<file path="src/ilc_pkg.sv">
// Shared constants for the interrupt level and detection slice
package ilc_pkg;

    // Register port geometry
    localparam int ADDR_W = 16;
    localparam int DATA_W = 32;

    // Sources handled by this slice, and the width of a level code
    localparam int NSRC = 6;
    localparam int LVL_W = 3;
    localparam int NUM_W = 5;
    localparam int IDX_W = 3;
    localparam int DET_W = 2;

    // Register byte addresses
    localparam logic [ADDR_W-1:0] ADDR_DETECT = 16'hf608;
    localparam logic [ADDR_W-1:0] ADDR_LEVEL = 16'hf610;
    localparam logic [ADDR_W-1:0] ADDR_STATUS = 16'hf680;
    localparam logic [ADDR_W-1:0] ADDR_CLEAR = 16'hf684;
    localparam logic [ADDR_W-1:0] ADDR_ENABLE = 16'hf688;

    // Field positions inside the detection-mode register
    localparam int SER1_DET_LSB = 2;
    localparam int SER0_DET_LSB = 0;

    // Field positions inside the level register
    localparam int TIMER0_LVL_LSB = 24;
    localparam int PCI0_LVL_LSB = 16;
    localparam int WTO_LVL_LSB = 8;
    localparam int ECC_LVL_LSB = 0;

    // Writable bits; everything else is reserved and reads zero
    localparam logic [DATA_W-1:0] LEVEL_MASK = 32'h07070707;
    localparam logic [DATA_W-1:0] DETECT_MASK = 32'h0000000f;

    // Reset values and special codes
    localparam logic [DATA_W-1:0] LEVEL_RESET = 32'h00000000;
    localparam logic [DATA_W-1:0] DETECT_RESET = 32'h00000000;
    localparam logic [DET_W-1:0] DET_LOW_ACTIVE = 2'h0;
    localparam logic [LVL_W-1:0] LVL_OFF = 3'h0;
    localparam logic [LVL_W-1:0] SERIAL_LEVEL = 3'h1;
    localparam logic [NSRC-1:0] FLAGS_RESET = 6'h00;

    // Source slots, lowest slot wins a tie between equal levels
    typedef enum logic [IDX_W-1:0] {
        SRC_ECC,
        SRC_WTO,
        SRC_PCI0,
        SRC_TIMER0,
        SRC_SER0,
        SRC_SER1
    } ilc_src_e;

    // Interrupt input numbers per slot, slot 5 in the top field
    localparam logic [NSRC*NUM_W-1:0] INT_NUM_TABLE =
        {5'h09, 5'h08, 5'h11, 5'h10, 5'h01, 5'h00};
    localparam logic [NUM_W-1:0] INT_NUM_TIMER0 = 5'h11;
    localparam logic [NUM_W-1:0] INT_NUM_PCI0 = 5'h10;
    localparam logic [NUM_W-1:0] INT_NUM_WTO = 5'h01;
    localparam logic [NUM_W-1:0] INT_NUM_ECC = 5'h00;

endpackage : ilc_pkg

</file>
<file path="src/ilc_prio_pick.sv">
`timescale 1ns/1ps
// Picks the highest-level active source and registers the winner
module ilc_prio_pick (
    input wire logic sys_clk,
    input wire logic rst_n,
    input wire logic [ilc_pkg::NSRC-1:0] src_active,
    input wire logic [ilc_pkg::NSRC*ilc_pkg::LVL_W-1:0] src_level,
    output logic win_req,
    output logic [ilc_pkg::LVL_W-1:0] win_level,
    output logic [ilc_pkg::IDX_W-1:0] win_idx
);
    import ilc_pkg::*;

    logic next_req;
    logic [LVL_W-1:0] next_level;
    logic [IDX_W-1:0] next_idx;

    // Linear scan; strict compare keeps the lowest slot on a tie
    always_comb begin
        next_req = 1'b0;
        next_level = LVL_OFF;
        next_idx = '0;
        for (int i = 0; i < NSRC; i++) begin
            if (src_active[i] &&
                src_level[i*LVL_W +: LVL_W] > next_level) begin
                next_req = 1'b1;
                next_level = src_level[i*LVL_W +: LVL_W];
                next_idx = IDX_W'(i);
            end
        end
    end

    // Winner held in flops so the core sees glitch-free data
    always_ff @(posedge sys_clk or negedge rst_n) begin
        if (!rst_n) begin
            win_req <= 1'b0;
            win_level <= LVL_OFF;
            win_idx <= '0;
        end else begin
            win_req <= next_req;
            win_level <= next_level;
            win_idx <= next_idx;
        end
    end

endmodule : ilc_prio_pick

</file>
<file path="src/ilc_ctrl.sv">
// Chosen here: the strobed register port.
`timescale 1ns/1ps
// Functional notes
// - Serial port 1 detect code bits 3:2; 00 low active, else disabled.
// - Serial port 0 detect code bits 1:0; 00 low active, else disabled.
// - Level bits 26:24 set timer 0 priority (input 17), reset 000.
// - Level bits 18:16 set PCI controller 0 priority (input 16).
// - Level bits 10:8 set write timeout error priority (input 1).
// - Level bits 2:0 set ECC error priority (input 0).
// - Code n gives level n; code 000 disables the source.
// - Level fields are read/write and reset to 000, all disabled.
module ilc_ctrl (
    input wire logic sys_clk,
    input wire logic rst_n,
    input wire logic [ilc_pkg::ADDR_W-1:0] reg_addr,
    input wire logic [ilc_pkg::DATA_W-1:0] reg_wdata,
    input wire logic reg_wr,
    input wire logic reg_rd,
    output logic [ilc_pkg::DATA_W-1:0] reg_rdata,
    input wire logic serial0_req_n,
    input wire logic serial1_req_n,
    input wire logic timer0_req,
    input wire logic pci0_req,
    input wire logic write_timeout_req,
    input wire logic ecc_error_req,
    output logic core_int_req,
    output logic [ilc_pkg::LVL_W-1:0] core_int_level,
    output logic [ilc_pkg::NUM_W-1:0] core_int_num,
    output logic irq
);
    import ilc_pkg::*;

    // Software-visible state
    logic [DATA_W-1:0] interrupt_level_bank0;
    logic [DATA_W-1:0] interrupt_detect_mode_bank1;
    logic [NSRC-1:0] int_status;
    logic [NSRC-1:0] int_enable;

    // Qualified source state
    logic [NSRC-1:0] prev_active;
    wire [NSRC-1:0] src_raw;
    wire [NSRC-1:0] src_enabled;
    wire [NSRC-1:0] src_active;
    wire [NSRC-1:0] src_rise;
    wire [NSRC*LVL_W-1:0] src_level;

    // Named fields
    wire [DET_W-1:0] serial1_detect_code;
    wire [DET_W-1:0] serial0_detect_code;
    wire [LVL_W-1:0] timer0_prio_level;
    wire [LVL_W-1:0] pci0_prio_level;
    wire [LVL_W-1:0] write_timeout_prio_level;
    wire [LVL_W-1:0] ecc_error_prio_level;

    // Address decode
    wire hit_detect;
    wire hit_level;
    wire hit_status;
    wire hit_clear;
    wire hit_enable;
    wire wr_detect;
    wire wr_level;
    wire wr_clear;
    wire wr_enable;
    wire [DATA_W-1:0] rd_mux;
    wire [NSRC-1:0] clr_bits;
    wire [NSRC-1:0] next_status;
    wire [NSRC-1:0] next_enable;

    // Picker result
    wire pick_req;
    wire [LVL_W-1:0] pick_level;
    wire [IDX_W-1:0] pick_idx;

    // Field extraction from the two configuration words
    assign serial1_detect_code =
        interrupt_detect_mode_bank1[SER1_DET_LSB +: DET_W];
    assign serial0_detect_code =
        interrupt_detect_mode_bank1[SER0_DET_LSB +: DET_W];
    assign timer0_prio_level =
        interrupt_level_bank0[TIMER0_LVL_LSB +: LVL_W];
    assign pci0_prio_level =
        interrupt_level_bank0[PCI0_LVL_LSB +: LVL_W];
    assign write_timeout_prio_level =
        interrupt_level_bank0[WTO_LVL_LSB +: LVL_W];
    assign ecc_error_prio_level =
        interrupt_level_bank0[ECC_LVL_LSB +: LVL_W];

    // Raw requests in slot order; serial lines are active low
    assign src_raw = {~serial1_req_n, ~serial0_req_n, timer0_req,
                      pci0_req, write_timeout_req, ecc_error_req};

    // Level per slot; serial ports have no level field in this slice
    assign src_level = {SERIAL_LEVEL, SERIAL_LEVEL, timer0_prio_level,
                        pci0_prio_level, write_timeout_prio_level,
                        ecc_error_prio_level};

    // Enable terms: level 000 or a non-zero detect code blocks a slot
    assign src_enabled[SRC_ECC] = ecc_error_prio_level != LVL_OFF;
    assign src_enabled[SRC_WTO] =
        write_timeout_prio_level != LVL_OFF;
    assign src_enabled[SRC_PCI0] = pci0_prio_level != LVL_OFF;
    assign src_enabled[SRC_TIMER0] = timer0_prio_level != LVL_OFF;
    assign src_enabled[SRC_SER0] =
        serial0_detect_code == DET_LOW_ACTIVE;
    assign src_enabled[SRC_SER1] =
        serial1_detect_code == DET_LOW_ACTIVE;

    // Per-slot gating and edge detection for the sticky status
    genvar gi;
    generate
        for (gi = 0; gi < NSRC; gi++) begin : g_src
            assign src_active[gi] = src_raw[gi] & src_enabled[gi];
            assign src_rise[gi] = src_active[gi] & ~prev_active[gi];
        end
    endgenerate

    // Register decode, one aligned word per register
    assign hit_detect = reg_addr == ADDR_DETECT;
    assign hit_level = reg_addr == ADDR_LEVEL;
    assign hit_status = reg_addr == ADDR_STATUS;
    assign hit_clear = reg_addr == ADDR_CLEAR;
    assign hit_enable = reg_addr == ADDR_ENABLE;
    assign wr_detect = reg_wr & hit_detect;
    assign wr_level = reg_wr & hit_level;
    assign wr_clear = reg_wr & hit_clear;
    assign wr_enable = reg_wr & hit_enable;

    // Read selection; clear register and unmapped words read zero
    assign rd_mux = hit_detect ? interrupt_detect_mode_bank1 :
                    hit_level ? interrupt_level_bank0 :
                    hit_status ? DATA_W'(int_status) :
                    hit_enable ? DATA_W'(int_enable) :
                    '0;

    // A new event in the clearing cycle survives: set beats clear
    assign clr_bits = wr_clear ? reg_wdata[NSRC-1:0] : '0;
    assign next_status = (int_status & ~clr_bits) | src_rise;

    // Enable as it stands after this edge, so irq never lags a write
    assign next_enable = wr_enable ? reg_wdata[NSRC-1:0] : int_enable;

    // Configuration registers; reserved bits never get stored
    always_ff @(posedge sys_clk or negedge rst_n) begin
        if (!rst_n) begin
            interrupt_level_bank0 <= LEVEL_RESET;
            interrupt_detect_mode_bank1 <= DETECT_RESET;
        end else begin
            if (wr_level) begin
                interrupt_level_bank0 <= reg_wdata & LEVEL_MASK;
            end
            if (wr_detect) begin
                interrupt_detect_mode_bank1 <= reg_wdata & DETECT_MASK;
            end
        end
    end

    // Status, enable and edge history
    always_ff @(posedge sys_clk or negedge rst_n) begin
        if (!rst_n) begin
            int_status <= FLAGS_RESET;
            int_enable <= FLAGS_RESET;
            prev_active <= FLAGS_RESET;
        end else begin
            int_status <= next_status;
            prev_active <= src_active;
            int_enable <= next_enable;
        end
    end

    // Read data stands only in the cycle after the strobe
    always_ff @(posedge sys_clk or negedge rst_n) begin
        if (!rst_n) begin
            reg_rdata <= '0;
        end else begin
            reg_rdata <= reg_rd ? rd_mux : '0;
        end
    end

    // Level interrupt, high while any enabled status bit is set
    always_ff @(posedge sys_clk or negedge rst_n) begin
        if (!rst_n) begin
            irq <= 1'b0;
        end else begin
            irq <= |(next_status & next_enable);
        end
    end

    // Highest-level pick, registered inside the picker
    ilc_prio_pick u_pick (
        .sys_clk(sys_clk),
        .rst_n(rst_n),
        .src_active(src_active),
        .src_level(src_level),
        .win_req(pick_req),
        .win_level(pick_level),
        .win_idx(pick_idx)
    );

    // Translate the winning slot to its interrupt input number
    assign core_int_req = pick_req;
    assign core_int_level = pick_level;
    assign core_int_num = pick_req ?
        INT_NUM_TABLE[pick_idx*NUM_W +: NUM_W] : '0;
endmodule : ilc_ctrl

</file>
<file path="config.mk">
export PLATFORM = sky130hd
export DESIGN_NAME = ilc_ctrl
export DESIGN_NICKNAME = d
export VERILOG_FILES = /design/src/ilc_pkg.sv /design/src/ilc_prio_pick.sv /design/src/ilc_ctrl.sv
export SDC_FILE = /design/constraint.sdc
export NUM_CORES = 1
export LEC_CHECK = 0
export BUFFER_PORTS_ARGS = -buffer_cell sky130_fd_sc_hd__buf_2
export CORE_AREA = 2 2 80 82
export CTS_CLUSTER_DIAMETER = 150
export CTS_CLUSTER_SIZE = 12
export DETAILED_ROUTE_END_ITERATION = 7
export DIE_AREA = 0 0 82 84
export HOLD_SLACK_MARGIN = 0.05
export PLACE_DENSITY = 0.81
export SLEW_MARGIN = 30
export SYNTH_ARGS = -nofsm -noshare
export SYNTH_HDL_FRONTEND = slang
export SYNTH_HIERARCHICAL = 1
export SYNTH_SLANG_ARGS = --single-unit
</file>
<file path="constraint.sdc">
create_clock -name sys_clk -period 17.77 [get_ports sys_clk]
set_input_delay 1.777 -clock sys_clk [delete_from_list [all_inputs] [get_ports sys_clk]]
set_output_delay 1.777 -clock sys_clk [all_outputs]
set_load 0.1 [all_outputs]
</file>
==> qor.txt <==
largest net degree at the start of global routing: 58
CP Launch Type: input port
Synth cell types: 63
most common cell after layout, fill and taps aside: buf_2
synth warn: 6
Overall Global Routing Usage: 21.51%
WP data required: 18,010 ps
clk root buf: clkbuf_8
critical path's most frequent cell: ha_1
Via-to-Cell Ratio: 5.456
Synth Cell Area: 3254 sq um
Max-cap violations: 0
Max VDD drop: 0.00003992 V
Fmax: 0.1141 GHz
max-slew violation count: 0
# DRC: 0
diodes inserted: 0
Setup Crit Path Kind: input port to flop
DP Worst Slack: 8769 ps
post-CTS setup buffers: 0
die width: 82 microns
wire per inst: 14.55 microns
simple-gate portion of the synthesized area: 16.03%
RSZ-0062 raised after global routing: no
initial antenna violation count: 0
Resized Gates After CTS: 0
Nets: 461
# fillers: 516
post-synthesis compound-gate area fraction: 18.03%
die area: 6888 sq um
IO Pins: 100
crit end category: flop
DPL Wire Length: 5145 microns
worst-path fanout max: 10
Crit path arrival time: 9000 ps
slew at the pin closest to its max-slew limit: 714.1 ps
layout cells sized above 1: 29.47%
DR vias: 2,586
mux contribution to synthesized area: 9.689%
Final Critical Period: 8762 ps
sequential area share after synthesis: 43.83%
number of global-route vias before repair: 2,404
Lkg Pwr: 1.961 nW
first-pass GRT wire length: 11,270 microns
skew final: 5.515 ps
crit path setup slack, layout: 9008 ps
Worst slew margin: 52.39%
Top Family by Delay on Critical Path: compound AO/OA/AOI/OAI gates
drt total wl: 6897 microns
CTS buffer count: 9
Longest Clk Path Bufs: 2
status: completed
Mapped Cells: 312
power density cells: 80.81 nW/um^2
H-tree levels: 3
most frequent cells in the layout: 63 x buf_2, 57 x dfrtp_1, 32 x conb_1
WP buf/inv: 3
Syn Area/Cell: 10.43 sq um
core area: 6096 sq um
Hold Fails Final Rpt: 0
adder and majority gate portion of the synthesized area: 4.460%
global route total overflow: 0
Post-synth EDFFs: 0
Post-DRT Antenna Nets: 0
DR pass1 iterations: 4
CP max stage cell: or3b_2
final setup violation count: 0
CTS tree: done
fin crit share: 49.31%
Starting DRT DRC Count: 183
Yosys reg bits: 57
Area Growth Syn to Fin: 16.84%
port bufs: 63
ys async rst share: 100.0%
FP Rows: 29
Initial Util: 53.39%
CP max stage delay: 500 ps
Most used DFF post-synth: dfrtp_1
main combinational cell family by area after synthesis: compound AO/OA/AOI/OAI gates
cts hold-fix bufs: 0
Clock Sinks: 57
worst skew pair latency: 330 ps
post-synthesis xor/xnor area fraction: 0%
routability-driven placement congestion ratio: 0.8482
Min-Delay Path Class: flop to flop
Reg clk slew, reported paths: 60 ps
Die H: 84 microns
total negative slack: 0 ps
-- cell families after synthesis --
kind of cell / Yosys count
mux: 28
simple gates: 94
compound gates: 77
flops: 57
buf+inv: 42
other cells: 2
fa+ha+maj: 12
-- flip-flops by register name, indices dropped and copies added, names as in the netlist --
register and flops:
int_enable 6, int_status 6, interrupt_detect_mode_bank1 4, interrupt_level_bank0 12, irq 1, prev_active 6, reg_rdata 15, u_pick/win_idx 3
u_pick/win_level 3, u_pick/win_req 1
-- synth_stat cells (all sizes together), types with 3 or more instances --
master | n | area share, %
and2 | 14 | 2.8
ha | 10 | 3.8
nor2 | 17 | 2.0
buf | 22 | 5.4
a22o | 3 | 0.81
o31ai | 4 | 0.92
and3b | 3 | 0.81
nor2b | 6 | 1.2
nand4 | 6 | 1.2
nand2 | 16 | 1.8
o21a | 4 | 0.92
nor3 | 10 | 1.5
o22a | 3 | 0.81
dfrtp | 57 | 44
a211oi | 6 | 1.5
mux2i | 3 | 0.92
inv | 18 | 2.1
a31oi | 3 | 0.77
mux2 | 25 | 8.8
a21oi | 21 | 3.3
nand3 | 7 | 1.1
o21ai | 13 | 2.0
-- final timing paths --
path                                                           start                             to  slack, ps  cells after the start
worst max-delay path                                   ecc_error_req  u_pick/win_level[0]$_DFF_PN0_       9010                     34
worst min-delay path                        prev_active[4]$_DFF_PN0_        int_status[4]$_DFF_PN0_        450                      1
worst max register to register  interrupt_level_bank0[2]$_DFFE_PN0P_  u_pick/win_level[0]$_DFF_PN0_       9840                     33
worst min register to register              prev_active[4]$_DFF_PN0_        int_status[4]$_DFF_PN0_        450                      1
max in group asynchronous                                      rst_n        reg_rdata[25]$_DFF_PN0_      15710                      2
min in group asynchronous                                      rst_n        int_enable[1]$_DFF_PN0_       1570                      2
-- report_power, final --
group | total, W | internal, W | switching [W]
combinational | 0.0000543 | 0.00000985 | 0.0000444
clock | 0.000120 | 0.0000712 | 0.0000489
sequential | 0.000133 | 0.000132 | 0.000000834
total | 0.000307 | 0.000213 | 0.0000942
-- area by class of cell --
type	count	area, sq um	area share (%)
multi-input combinational	243	1694	44.55
sequential	57	1426	37.51
timing repair buffer	64	322.8	8.490
clock buffer	12	155.1	4.080
tap	77	96.34	2.534
inverter	18	67.56	1.777
clock inverter	3	40.04	1.053
-- per-stage QoR --
| step | std cells | total power (W) | hold slack [ps] | area (sq um) | util [%] |
|---|---|---|---|---|---|
| final | 474 | 0.0003073 | 447.4 | 3802 | 62.38 |
| after global routing | 474 | 0.0003182 | 466.6 | 3802 | 62.38 |
| after CTS | 474 | 0.0003098 | 447.2 | 3797 | 62.29 |
| after detailed placement | 459 | 0.0001893 | 439.2 | 3602 | 59.09 |
| after global placement | 459 | 0.0001886 | 428.6 | 3602 | 59.09 |
| after floorplan | 342 | 0.0001804 | 410.7 | 3367 | - |
-- per-layer routing --
| layer | vias up | track usage, % | wire length (microns) |
|---|---|---|---|
| met5 | - | 0 | 0 |
| met4 | 0 | 7.273 | 81 |
| met3 | 8 | 5.519 | 438 |
| met2 | 90 | 35.40 | 3460 |
| met1 | 1240 | 27.14 | 2916 |
| li1 | 1248 | - | - |
Note: power is estimated with default switching activity, not from simulation.
